<file path="config.mk">
export PLATFORM = sky130hd
export DESIGN_NAME = csit_clock_timer
export DESIGN_NICKNAME = d
export VERILOG_FILES = /design/src/csit_clock_timer.v
export VERILOG_INCLUDE_DIRS = /design/src
export SDC_FILE = /design/constraint.sdc
export NUM_CORES = 1
export LEC_CHECK = 0
export BUFFER_PORTS_ARGS = -buffer_cell sky130_fd_sc_hd__buf_2
export CAP_MARGIN = 20
export CORE_MARGIN = 2
export CORE_UTILIZATION = 45
export CTS_CLUSTER_DIAMETER = 30
export DETAILED_ROUTE_END_ITERATION = 10
export PLACE_DENSITY_LB_ADDON = 0.15
export SYNTH_ARGS = -nofsm -noshare
export SYNTH_HDL_FRONTEND = slang
export SYNTH_SLANG_ARGS = --single-unit
</file>
<file path="constraint.sdc">
create_clock -name pclk -period 2.9 [get_ports pclk]
set_clock_uncertainty 0.2 [all_clocks]
set_input_delay 0.145 -clock pclk [delete_from_list [all_inputs] [get_ports pclk]]
set_output_delay 0.145 -clock pclk [all_outputs]
set_load 0.03 [all_outputs]
</file>
<file path="src/csit_defines.vh">
// Constants for the clock select and interval timer block
`ifndef CSIT_DEFINES_VH
`define CSIT_DEFINES_VH

// Register indices; byte address is four times the index
`define CSIT_IDX_CPU_CLK_CFG   10'h030
`define CSIT_IDX_TMR_CLK_CFG   10'h031
`define CSIT_IDX_FAST_TRIM     10'h034
`define CSIT_IDX_SLOW_TRIM     10'h036
`define CSIT_IDX_RELOAD_LO     10'h038
`define CSIT_IDX_RELOAD_HI     10'h039
`define CSIT_IDX_COUNT_LO      10'h03a
`define CSIT_IDX_COUNT_HI      10'h03b
`define CSIT_IDX_SYS_CTRL      10'h0ff
`define CSIT_IDX_OSC_CTRL0     10'h1e0

// Reset values
`define CSIT_RST_CPU_CLK_CFG   8'h00
`define CSIT_RST_TMR_CLK_CFG   8'h8f
`define CSIT_RST_OSC_CTRL0     8'h00

// Field positions
`define CSIT_OSC_SPEED_LSB     0
`define CSIT_OSC_SLEEPT_LSB    3
`define CSIT_OSC_NOBUZZ_BIT    5
`define CSIT_TMR_ISEL_LSB      0
`define CSIT_TMR_IDIV_LSB      2
`define CSIT_TMR_CSEL_LSB      4
`define CSIT_TMR_CDIV_LSB      6
`define CSIT_SYS_SLEEP_BIT     3

// Source codes of the clock muxes
`define CSIT_SRC_FAST          2'b00
`define CSIT_SRC_EXT           2'b01
`define CSIT_SRC_SLOW          2'b10
`define CSIT_SRC_CAP           2'b11

// Timing counts
`define CSIT_WAKE_SLOW_CYCLES  2'd3
`define CSIT_MS_TICK_DIV       12'hfff

`endif

</file>
<file path="src/csit_clock_timer.v">
// Clock selection, division, sleep control and 12-bit interval timer
`timescale 1ns/1ps
`default_nettype none
`include "csit_defines.vh"

// Glitch-free source mux plus divider; sources arrive as one-cycle ticks
module csit_clk_sel_div (
    input  wire       pclk,
    input  wire       presetn,
    input  wire [3:0] src_ticks,
    input  wire [1:0] req_sel,
    input  wire [7:0] divisor,
    output reg  [1:0] act_sel_q,
    output reg        tick_q
);
    reg  [7:0] cnt_q;
    reg        seen_old_q;
    reg        seen_new_q;
    wire       old_tick;
    wire       new_tick;

    assign old_tick = src_ticks[act_sel_q];
    assign new_tick = src_ticks[req_sel];

    // Switch only once both clocks have ticked, so a dead source blocks the change
    always @(posedge pclk or negedge presetn) begin
        if (!presetn) begin
            act_sel_q  <= 2'b00;
            seen_old_q <= 1'b0;
            seen_new_q <= 1'b0;
        end else if (req_sel == act_sel_q) begin
            seen_old_q <= 1'b0;
            seen_new_q <= 1'b0;
        end else if ((seen_old_q | old_tick) & (seen_new_q | new_tick)) begin
            act_sel_q  <= req_sel;
            seen_old_q <= 1'b0;
            seen_new_q <= 1'b0;
        end else begin
            seen_old_q <= seen_old_q | old_tick;
            seen_new_q <= seen_new_q | new_tick;
        end
    end

    // Divider restarts on a switch; ticks are always a full pclk wide
    always @(posedge pclk or negedge presetn) begin
        if (!presetn) begin
            cnt_q  <= 8'h00;
            tick_q <= 1'b0;
        end else if ((req_sel != act_sel_q) & (seen_old_q | old_tick) & (seen_new_q | new_tick)) begin
            cnt_q  <= 8'h00;
            tick_q <= 1'b0;
        end else if (old_tick) begin
            if (cnt_q >= divisor - 8'h01) begin
                cnt_q  <= 8'h00;
                tick_q <= 1'b1;
            end else begin
                cnt_q  <= cnt_q + 8'h01;
                tick_q <= 1'b0;
            end
        end else begin
            tick_q <= 1'b0;
        end
    end
endmodule

module csit_clock_timer #(
    parameter [7:0] FAST_TRIM_3V3 = 8'h10,
    parameter [7:0] SLOW_TRIM_3V3 = 8'h28
) (
    input  wire        pclk,
    input  wire        presetn,
    input  wire        psel,
    input  wire        penable,
    input  wire        pwrite,
    input  wire [31:0] paddr,
    input  wire [31:0] pwdata,
    output reg  [31:0] prdata_q,
    output reg         pready_q,
    output reg         pslverr_q,
    input  wire        fast_osc_tick,
    input  wire        slow_osc_tick,
    input  wire        xtal_osc_tick,
    input  wire        xtal_osc_enable,
    input  wire        ext_clock_input,
    input  wire        sleep_duty_window,
    input  wire        wake_request,
    output reg         core_clock_q,
    output reg         capture_timer_clock_q,
    output reg         interval_timer_clock_q,
    output reg         ms_tick_q,
    output reg         sleep_timer_tick_q,
    output reg         detector_enable_q,
    output reg         interval_irq_q,
    output reg         sleeping_q,
    output reg  [7:0]  fast_osc_trim_q,
    output reg  [7:0]  slow_osc_trim_q
);
    reg  [7:0]  cpu_clock_config_q;
    reg  [7:0]  timer_clock_config_q;
    reg  [7:0]  osc_control_zero_q;
    reg  [11:0] interval_reload_value_q;
    reg  [11:0] interval_count_q;
    reg         reload_pending_q;
    reg         ext_in_q;
    reg  [1:0]  wake_cnt_q;
    reg         waking_q;
    reg  [14:0] sleep_div_q;
    reg  [11:0] ms_div_q;
    reg  [31:0] rdata_d;
    reg         map_hit_d;

    wire [9:0]  reg_idx;
    wire        wr_en;
    wire        ext_tick;
    wire        core_tick;
    wire        cap_tick;
    wire        itmr_tick;
    wire [1:0]  core_act;
    wire [1:0]  cap_act;
    wire [1:0]  itmr_act;
    wire [1:0]  core_req;
    wire [1:0]  cap_req;
    wire        sleep_tick_d;
    wire        acc_phase;
    wire        cap_live;
    wire [2:0]  cpu_speed;
    wire [1:0]  sleep_sel;
    wire        no_buzz;
    wire [1:0]  cap_sel;
    wire [1:0]  cap_div;
    wire [1:0]  itmr_sel;
    wire [1:0]  itmr_div;

    // CPU speed code to divide ratio, same ratios for both sources
    function [7:0] speed_div;
        input [2:0] code;
        begin
            case (code)
                3'b000:  speed_div = 8'd8;
                3'b001:  speed_div = 8'd4;
                3'b010:  speed_div = 8'd2;
                3'b100:  speed_div = 8'd16;
                3'b101:  speed_div = 8'd32;
                3'b110:  speed_div = 8'd128;
                default: speed_div = 8'd8;   // Reserved codes behave as default
            endcase
        end
    endfunction

    // Sleep timer tick from the slow oscillator prescaler
    function sleep_tap;
        input [1:0]  code;
        input [14:0] cnt;
        begin
            case (code)
                2'b00:   sleep_tap = &cnt[5:0];
                2'b01:   sleep_tap = &cnt[8:0];
                2'b10:   sleep_tap = &cnt[11:0];
                default: sleep_tap = &cnt[14:0];
            endcase
        end
    endfunction

    // Access phase of a transfer; writes land at its ready edge and only on a mapped, aligned word
    assign reg_idx   = paddr[11:2];
    assign acc_phase = psel & penable & pready_q;
    assign wr_en     = acc_phase & pwrite & map_hit_d;

    // Configuration fields as the clock trees and sleep logic use them
    assign cpu_speed = osc_control_zero_q[`CSIT_OSC_SPEED_LSB +: 3];
    assign sleep_sel = osc_control_zero_q[`CSIT_OSC_SLEEPT_LSB +: 2];
    assign no_buzz   = osc_control_zero_q[`CSIT_OSC_NOBUZZ_BIT];
    assign cap_sel   = timer_clock_config_q[`CSIT_TMR_CSEL_LSB +: 2];
    assign cap_div   = timer_clock_config_q[`CSIT_TMR_CDIV_LSB +: 2];
    assign itmr_sel  = timer_clock_config_q[`CSIT_TMR_ISEL_LSB +: 2];
    assign itmr_div  = timer_clock_config_q[`CSIT_TMR_IDIV_LSB +: 2];

    // External oscillator comes from the crystal when enabled, else the pin
    assign ext_tick = xtal_osc_enable ? xtal_osc_tick : (ext_clock_input & ~ext_in_q);

    // Sleep forces the core source back to the internal oscillator
    assign core_req = (sleeping_q | waking_q) ? `CSIT_SRC_FAST :
                      (cpu_clock_config_q[0] ? `CSIT_SRC_EXT : `CSIT_SRC_FAST);

    // Reserved capture code maps to the stopped input
    assign cap_req = (cap_sel == 2'b01) ? `CSIT_SRC_CAP : cap_sel;

    // Stop input reads live until the stop takes hold, then dead: stopping needs no second clock,
    // yet leaving the stopped state waits for a tick that never comes
    assign cap_live = (cap_act != `CSIT_SRC_CAP);

    csit_clk_sel_div u_core (
        .pclk      (pclk),
        .presetn   (presetn),
        .src_ticks ({1'b0, slow_osc_tick, ext_tick, fast_osc_tick}),
        .req_sel   (core_req),
        .divisor   (speed_div(cpu_speed)),
        .act_sel_q (core_act),
        .tick_q    (core_tick)
    );

    // Capture clock: code 11 stops it once the running source has ticked
    csit_clk_sel_div u_cap (
        .pclk      (pclk),
        .presetn   (presetn),
        .src_ticks ({cap_live, slow_osc_tick, 1'b0, fast_osc_tick}),
        .req_sel   (cap_req),
        .divisor   ({5'd0, cap_div, 1'b0} + 8'd2),
        .act_sel_q (cap_act),
        .tick_q    (cap_tick)
    );

    // Interval clock: reserved 01 selects a dead input and is refused
    csit_clk_sel_div u_itmr (
        .pclk      (pclk),
        .presetn   (presetn),
        .src_ticks ({cap_tick, slow_osc_tick, 1'b0, fast_osc_tick}),
        .req_sel   (itmr_sel),
        .divisor   ({6'd0, itmr_div} + 8'd1),
        .act_sel_q (itmr_act),
        .tick_q    (itmr_tick)
    );

    // Registered clock pulses; core clock is held off in sleep and recovery
    always @(posedge pclk or negedge presetn) begin
        if (!presetn) begin
            ext_in_q               <= 1'b0;
            core_clock_q           <= 1'b0;
            capture_timer_clock_q  <= 1'b0;
            interval_timer_clock_q <= 1'b0;
        end else begin
            ext_in_q               <= ext_clock_input;
            core_clock_q           <= core_tick & ~sleeping_q & ~waking_q;
            capture_timer_clock_q  <= cap_tick;
            interval_timer_clock_q <= itmr_tick;
        end
    end

    // 1024 us tick: 4096 capture clocks, so it scales with that clock
    always @(posedge pclk or negedge presetn) begin
        if (!presetn) begin
            ms_div_q  <= 12'h000;
            ms_tick_q <= 1'b0;
        end else begin
            ms_tick_q <= cap_tick & (ms_div_q == `CSIT_MS_TICK_DIV);
            if (cap_tick)
                ms_div_q <= ms_div_q + 12'h001;
        end
    end

    // Sleep timer prescaler runs on the slow oscillator
    assign sleep_tick_d = slow_osc_tick & sleep_tap(sleep_sel, sleep_div_q);

    always @(posedge pclk or negedge presetn) begin
        if (!presetn) begin
            sleep_div_q        <= 15'h0000;
            sleep_timer_tick_q <= 1'b0;
        end else begin
            sleep_timer_tick_q <= sleep_tick_d;
            if (slow_osc_tick)
                sleep_div_q <= sleep_div_q + 15'h0001;
        end
    end

    // Sleep entry by software, wake by request, then three slow cycles of recovery
    always @(posedge pclk or negedge presetn) begin
        if (!presetn) begin
            sleeping_q <= 1'b0;
            waking_q   <= 1'b0;
            wake_cnt_q <= 2'd0;
        end else if (sleeping_q) begin
            if (wake_request) begin
                sleeping_q <= 1'b0;
                waking_q   <= 1'b1;
                wake_cnt_q <= 2'd0;
            end
        end else if (waking_q) begin
            if (slow_osc_tick) begin
                if (wake_cnt_q == `CSIT_WAKE_SLOW_CYCLES - 2'd1)
                    waking_q <= 1'b0;
                wake_cnt_q <= wake_cnt_q + 2'd1;
            end
        end else if (wr_en & (reg_idx == `CSIT_IDX_SYS_CTRL) & pwdata[`CSIT_SYS_SLEEP_BIT]) begin
            sleeping_q <= 1'b1;
        end
    end

    // Detector runs always when awake; in sleep, duty window unless no-buzz set
    always @(posedge pclk or negedge presetn) begin
        if (!presetn)
            detector_enable_q <= 1'b1;
        else
            detector_enable_q <= ~sleeping_q | no_buzz | sleep_duty_window;
    end

    // Interval counter: zero costs one clock to reload and raises a request
    always @(posedge pclk or negedge presetn) begin
        if (!presetn) begin
            interval_count_q <= 12'h000;
            interval_irq_q   <= 1'b0;
        end else if (itmr_tick) begin
            if (interval_count_q == 12'h000) begin
                interval_count_q <= interval_reload_value_q;
                interval_irq_q   <= 1'b1;
            end else begin
                interval_count_q <= interval_count_q - 12'h001;
                interval_irq_q   <= 1'b0;
            end
        end else begin
            interval_irq_q <= 1'b0;
        end
    end

    // Register writes; halves of the reload land separately, software keeps them paired
    always @(posedge pclk or negedge presetn) begin
        if (!presetn) begin
            cpu_clock_config_q      <= `CSIT_RST_CPU_CLK_CFG;
            timer_clock_config_q    <= `CSIT_RST_TMR_CLK_CFG;
            osc_control_zero_q      <= `CSIT_RST_OSC_CTRL0;
            fast_osc_trim_q         <= FAST_TRIM_3V3;
            slow_osc_trim_q         <= SLOW_TRIM_3V3;
            interval_reload_value_q <= 12'h000;
        end else if (wr_en) begin
            case (reg_idx)
                `CSIT_IDX_CPU_CLK_CFG: cpu_clock_config_q      <= {7'd0, pwdata[0]};
                `CSIT_IDX_TMR_CLK_CFG: timer_clock_config_q    <= pwdata[7:0];
                `CSIT_IDX_OSC_CTRL0:   osc_control_zero_q      <= {2'b00, pwdata[5:0]};
                `CSIT_IDX_FAST_TRIM:   fast_osc_trim_q         <= pwdata[7:0];
                `CSIT_IDX_SLOW_TRIM:   slow_osc_trim_q         <= {pwdata[7], 1'b0, pwdata[5:0]};
                `CSIT_IDX_RELOAD_LO:   interval_reload_value_q <= {interval_reload_value_q[11:8], pwdata[7:0]};
                `CSIT_IDX_RELOAD_HI:   interval_reload_value_q <= {pwdata[3:0], interval_reload_value_q[7:0]};
                default: ;
            endcase
        end
    end

    // Read mux; counter is sampled raw, software double-reads on slow clock
    always @* begin
        rdata_d   = 32'h0000_0000;
        map_hit_d = 1'b1;
        case (reg_idx)
            `CSIT_IDX_CPU_CLK_CFG: rdata_d[7:0] = cpu_clock_config_q;
            `CSIT_IDX_TMR_CLK_CFG: rdata_d[7:0] = timer_clock_config_q;
            `CSIT_IDX_OSC_CTRL0:   rdata_d[7:0] = osc_control_zero_q;
            `CSIT_IDX_FAST_TRIM:   rdata_d[7:0] = fast_osc_trim_q;
            `CSIT_IDX_SLOW_TRIM:   rdata_d[7:0] = slow_osc_trim_q;
            `CSIT_IDX_RELOAD_LO:   rdata_d[7:0] = interval_reload_value_q[7:0];
            `CSIT_IDX_RELOAD_HI:   rdata_d[3:0] = interval_reload_value_q[11:8];
            `CSIT_IDX_COUNT_LO:    rdata_d[7:0] = interval_count_q[7:0];
            `CSIT_IDX_COUNT_HI:    rdata_d[3:0] = interval_count_q[11:8];
            `CSIT_IDX_SYS_CTRL:    rdata_d[3]   = sleeping_q;
            default:               map_hit_d    = 1'b0;
        endcase
        if (paddr[1:0] != 2'b00 || paddr[31:12] != 20'h00000)
            map_hit_d = 1'b0;
    end

    // APB: one wait-free access phase, data and error captured in setup
    always @(posedge pclk or negedge presetn) begin
        if (!presetn) begin
            pready_q  <= 1'b0;
            prdata_q  <= 32'h0000_0000;
            pslverr_q <= 1'b0;
        end else if (psel & ~penable) begin
            pready_q  <= 1'b1;
            prdata_q  <= pwrite ? 32'h0000_0000 : (map_hit_d ? rdata_d : 32'h0000_0000);
            pslverr_q <= ~map_hit_d;
        end else begin
            pready_q  <= 1'b0;
            pslverr_q <= 1'b0;
        end
    end
endmodule
`default_nettype wire

</file>
**Word-level counts from Yosys, hierarchy flattened**

Cells that the tools add are included.

- Add/subtract/negate cells: 12
- $lt $le $gt $ge: 9
- Equality and inequality tests: 28
- Multiplexer cells: 74
- Bitwise gates (word level): 40
- Reduce and logical (&&, ||, !) cells: 26

Operator list:

| cell | count |
|---|---|
| $mux 8 | 11 |
| $eq 10x6->1 const B | 8 |
| $mux 1 | 45 |
| $pmux 8 s5 | 1 |
| $pmux 3 s9 | 1 |
| $add 8x1->8 const B | 3 |
| $ge 8x8->1 | 3 |
| $pmux 12 s2 | 1 |
| $pmux 4 s6 | 1 |
| $and 1x1->1 | 21 |
| $reduce_bool 20->1 | 1 |
| $reduce_and 2->1 | 8 |
| $add 15x1->15 const B | 1 |
| $lt 2x3->1 const B | 5 |
| $reduce_and 15->1 | 1 |
| $add 12x1->12 const B | 1 |
| $bmux 1 s2 | 6 |
| $eq 12x12->1 const B | 1 |
| $logic_not 12->1 | 1 |
| $mux 12 | 1 |
| $reduce_and 12->1 | 1 |
| $reduce_bool 2->1 | 6 |
| $sub 12x1->12 const B | 1 |
| $eq 10x8->1 const B | 1 |
| other kinds (29) | 59 |

- Register bits after elaboration: 166
- Input bits: 76
- Output and inout port bits: 58
- Logic and storage cells: 228

**Logic depth before layout (Yosys ltp)**

- Depth after elaboration: 10
- Depth in mapped cells: 11
- Depth with buffers taken out: 10

**By module**

A second synthesis with hierarchy kept.

- Cells, all modules: 830
- Area total of the unflattened synthesis: 8,451.9 µm²

Modules (own cells, without submodules):

| module | times used | cells an instance | area each (µm²) | seq. area each (µm²) |
|---|---|---|---|---|
| csit_clock_timer | 1 | 501 | 5,356.4 | 2,588.7 |
| csit_clk_sel_div (u_cap ...) | 2 | 109 | 1,046.0 | 325.3 |
| csit_clk_sel_div (u_itmr) | 1 | 111 | 1,003.5 | 325.3 |

**Worst setup path after synthesis**

OpenSTA, ideal clock, no wires.

- Path kind: reg2reg
- Start: register osc_control_zero_q[1]
- End: register u_core.cnt_q[2]
- Library setup time: 0.145 ns
- Arrival time: 2.249 ns
- Data required time: 2.555 ns
- Setup slack: 0.306 ns
- Cell stages (with the launch flop): 11
- Path buffers: 0
- Period minus slack after synthesis: 2.594 ns
- Path through: dfrtp_1 -> nor2b_1 -> nand2b_1 -> ha_1 -> xor2_1 -> a32oi_1 -> ha_1 -> o21ai_0 -> a221o_1 -> o32ai_1 -> nor2_1

- Word-level cells in the longest chain between the ends: 7
- Elaborated cells on any way between the ends: 11
- Classes of those cells: add/sub (1); order compare (1); eq/ne (5); mux (4)

Ends and longest elaborated chain:

| item | line | source |
|---|---|---|
| from (decl) | csit_clock_timer.v:100 | `reg [7:0] osc_control_zero_q;` |
| from (signal assigned) | csit_clock_timer.v:319 | `` osc_control_zero_q <= `CSIT_RST_OSC_CTRL0; `` |
| from (signal assigned) | csit_clock_timer.v:327 | `` `CSIT_IDX_OSC_CTRL0: osc_control_zero_q <= {2'b00, pwdata[5:0]}; `` |
| $eq 3x3->1, or another cell as far along | csit_clock_timer.v:138 | `case (code)` |
| $pmux 8 s5 * | csit_clock_timer.v:138 |  |
| $sub 8x1->8 * | csit_clock_timer.v:53 | `if (cnt_q >= divisor - 8'h01) begin` |
| $ge 8x8->1 * | csit_clock_timer.v:53 |  |
| $mux 8 * | csit_clock_timer.v:53 |  |
| $mux 8 * | csit_clock_timer.v:52 | `end else if (old_tick) begin` |
| $mux 8 * | csit_clock_timer.v:49 | `end else if ((req_sel != act_sel_q) & (seen_old_q \| old_tick) & (seen_new_q \| new_tick)) begin` |
| to (signal assigned) | csit_clock_timer.v:57 | `cnt_q <= cnt_q + 8'h01;` |
| to (decl) | csit_clock_timer.v:16 | `reg [7:0] cnt_q;` |

Every way passes the cells marked *; elsewhere a longest branch is shown, timed or not. The select of a mux whose other input is x is not followed.
A chain may end at the register's enable or synchronous reset.

**Final worst setup path**

- Start: register osc_control_zero_q[1]
- End: register u_core.cnt_q[7]

The elaborated chain is that of the path after synthesis.

==> summary.txt <==
STA
  • Worst setup margin: 212 ps
  • Fmax: 372 MHz
  • Final min period: 2690 ps
  • Worst relative slew slack: 0.453
  • Worst slew pin tran: 821 ps
  • Final setup fails: 0
  • Hold Violations, Final: 0
  • Final Max Tran Viols: 0
  • Setup tns final: 0 ps
  • Final worst-path cycle share: 0.927
  • RSZ-0062 raised after global routing: false

Floorplan
  • Die height: 133 microns
  • Die Wd: 133 microns
  • Starting Density: 0.457
  • Row Count: 47
  • Area of the core: 16500 sq um
  • Io pins: 134
  • Die ar.: 17800 sq um

Synth
  • Yosys warns: 0
  • Most instantiated cells after synthesis: 132 x dfrtp_1, 54 x nor2_1, 47 x nand2_1, 38 x mux2_2, 32 x o21ai_0
  • Post-synth top flop: dfrtp_1
  • Cell variety after synth: 70
  • Top-area cell type share of the netlist area: 0.439
  • Count leader, synth: dfrtp_1
  • Asr flop ratio synth: 1.00
  • Mapped Cells: 714
  • Flops & latches, synth: 141
  • EDFF count, synth: 0
  • Cell taking the most area after synthesis: dfrtp_1
  • Register area share after synthesis: 0.470
  • Top post-synthesis cells by area: dfrtp_1 44%, mux2_2 5.7%, ha_1 3.5%, dfstp_2 3.1%, mux2_4 2.8%
  • Post-Syn Area per Cell: 10.5 sq um
  • Post-Syn Area: 7520 sq um

Placement
  • DP Area: 8180 sq um
  • PortBufs: 84
  • Hpwl dp: 13100 microns
  • Post-Place Cells: 1015
  • Routability cong.: 0.868
  • Pre-CTS setup slack: 199 ps

Final layout
  • Final non-filler cell total: 1067
  • Finished Cell Area: 8950 sq um
  • Fill cell count: 1429
  • Layout area overhead: 19.0%
  • NumNets Final: 931
  • Final Util: 0.544
  • Share of post-route cells with drive strength above 1: 0.247
  • N_diodes: 0

Critical path
  • R2r setup slk: 210 ps
  • Critical Path RT: 3000 ps
  • Capturing point of the worst reg2reg path: u_core.cnt_q[7]
  • Worst r2r src: osc_control_zero_q[1]
  • CP Launch Type: register
  • CP max FO: 7
  • Cells on worst reg2reg path: 11
  • Setup crit end kind: register
  • Setup CP Type: reg -> reg
  • Critical Path Start: osc_control_zero_q[1]
  • Worst EP arrival: 2790 ps

Clocking
  • Worst-path clk slew: 60 ps
  • Root Driver: clkbuf_16
  • CTS buffer count: 17
  • H-Tree Depth: 4
  • Worst skew pair latency: 420 ps
  • Clk sinks: 141
  • CTS tree: yes
  • CTS max path bufs: 2

Hold path
  • Hold Path Class: in -> reg
  • Worst hold start: pwrite
  • Hold EP: prdata_q[5]
  • Hold depth: 4

Routing
  • Drt via density: 5.64
  • Routed len/inst: 16.8 microns
  • DRT Wirelength: 17900 microns
  • Remaining antenna violation count: 0
  • Drt initial violations: 450
  • Via count: 6021
  • Number of iterations in the first detailed-routing pass: 5
  • Post-route DRC violation count: 0

Global route
  • Overflow after GRT: 0
  • First-pass GRT wire length: 29000 microns
  • Antenna violations before repair: 0
  • Total GRT Usage: 0.206
  • Largest net degree at the start of global routing: 85
  • Vias in the first global route: 5764

Power
  • Power per cell area: 626 nW/um^2
  • VDD IR-drop max: 0.000467 V
  • P_leak: 4.23 nW

Flow run
  • Maxcap violations: 0

Run status
  • Status: complete, no violations
cells in the final DEF (no fill, tap or decap), types with 9 or more instances in the layout:
cell / count
dlygate4sd3_1: 20
xnor2_1: 21
nor3_1: 14
or3_1: 9
nand4_1: 12
buf_4: 17
mux2i_1: 14
clkbuf_16: 17
dfstp_2: 9
ha_1: 21
nor4_1: 9
a22oi_1: 14
xor2_1: 14
mux2_4: 14
nand2_1: 47
o21ai_0: 32
buf_2: 83
mux2_2: 38
nor2_1: 54
dfrtp_1: 132
and3_1: 12
nand3_1: 29
inv_1: 29
conb_1: 25
a21oi_1: 21
layer usage:
metal,global-route usage,vias to the layer above,wire length (microns)
met2,0.330,211,8360
met5,0,-,0
li1,-,2826,-
met1,0.275,2947,8090
met4,0.0792,0,478
met3,0.0426,37,949
worst max-delay path by stage:
stage                       to  cells past startpoint
2_1_floorplan  u_core.cnt_q[2]                     10
3_3_place_gp   u_core.cnt_q[1]                     10
3_5_place_dp   u_core.cnt_q[1]                     10
4_1_cts        u_core.cnt_q[1]                     10
5_1_grt        u_core.cnt_q[1]                     10
6_report       u_core.cnt_q[7]                     11
worst max-delay path, cell delays in order (launching register included):
cell and delay (ps):
dfrtp_1 450, nor2b_1 200, nand2b_1 90, ha_1 250, xor2_1 200, a32oi_1 90, ha_1 320, o21ai_0 100
a221o_1 300, o32ai_1 110, buf_4 190, a21oi_1 50
per-stage QoR:
stage | hold slack (ps) | power (mW)
global placement | 57.7 | 3.46
global route | 59.0 | 5.91
finish | 28.2 | 5.61
detailed placement | 67.9 | 3.52
CTS | 7.26 | 5.65
floorplan | -351 | 3.19
state kept, by name (all words and copies together) (netlist names), 2 cells and up:
signal,cells
osc_control_zero_q,6
slow_osc_trim_q,7
u_itmr.act_sel_q,2
u_core.cnt_q,8
wake_cnt_q,2
u_cap.cnt_q,8
sleep_div_q,15
prdata_q,8
ms_div_q,12
interval_reload_value_q,12
interval_count_q,12
timer_clock_config_q,8
u_itmr.cnt_q,8
u_cap.act_sel_q,2
fast_osc_trim_q,8
power breakdown:
| group | switching (mW) | internal [mW] |
|---|---|---|
| clock | 0.878 | 1.22 |
| combinational | 0.538 | 0.437 |
| sequential | 0.314 | 2.22 |
| total | 1.73 | 3.88 |
repair_timing:
action	CTS	global route
setup endpoints to repair	0	3
hold endpoints to repair	136	0
hold buffers	20	0
gates resized for setup	0	1
setup buffers	0	0
layout make-up:
class / instances / area, sq um / share of cell area
clock buffers: 18 / 439 / 0.0491
repair buffers: 122 / 774 / 0.0865
well taps: 220 / 275 / 0.0308
inverters: 29 / 109 / 0.0122
multi-input cells: 523 / 3680 / 0.411
flip-flops and latches: 141 / 3540 / 0.395
clock inverters: 14 / 134 / 0.0150
kinds of logic after synthesis:
group                    synth area share
AO/OA/AOI/OAI                       0.129
XOR/XNOR                           0.0407
adder cells (fa/ha/maj)            0.0349
buffers and inverters              0.0525
flip-flops                          0.470
multiplexers                        0.103
other                            0.000498
AND/OR/NAND/NOR                     0.169
Power figures use the tool's default switching activity.
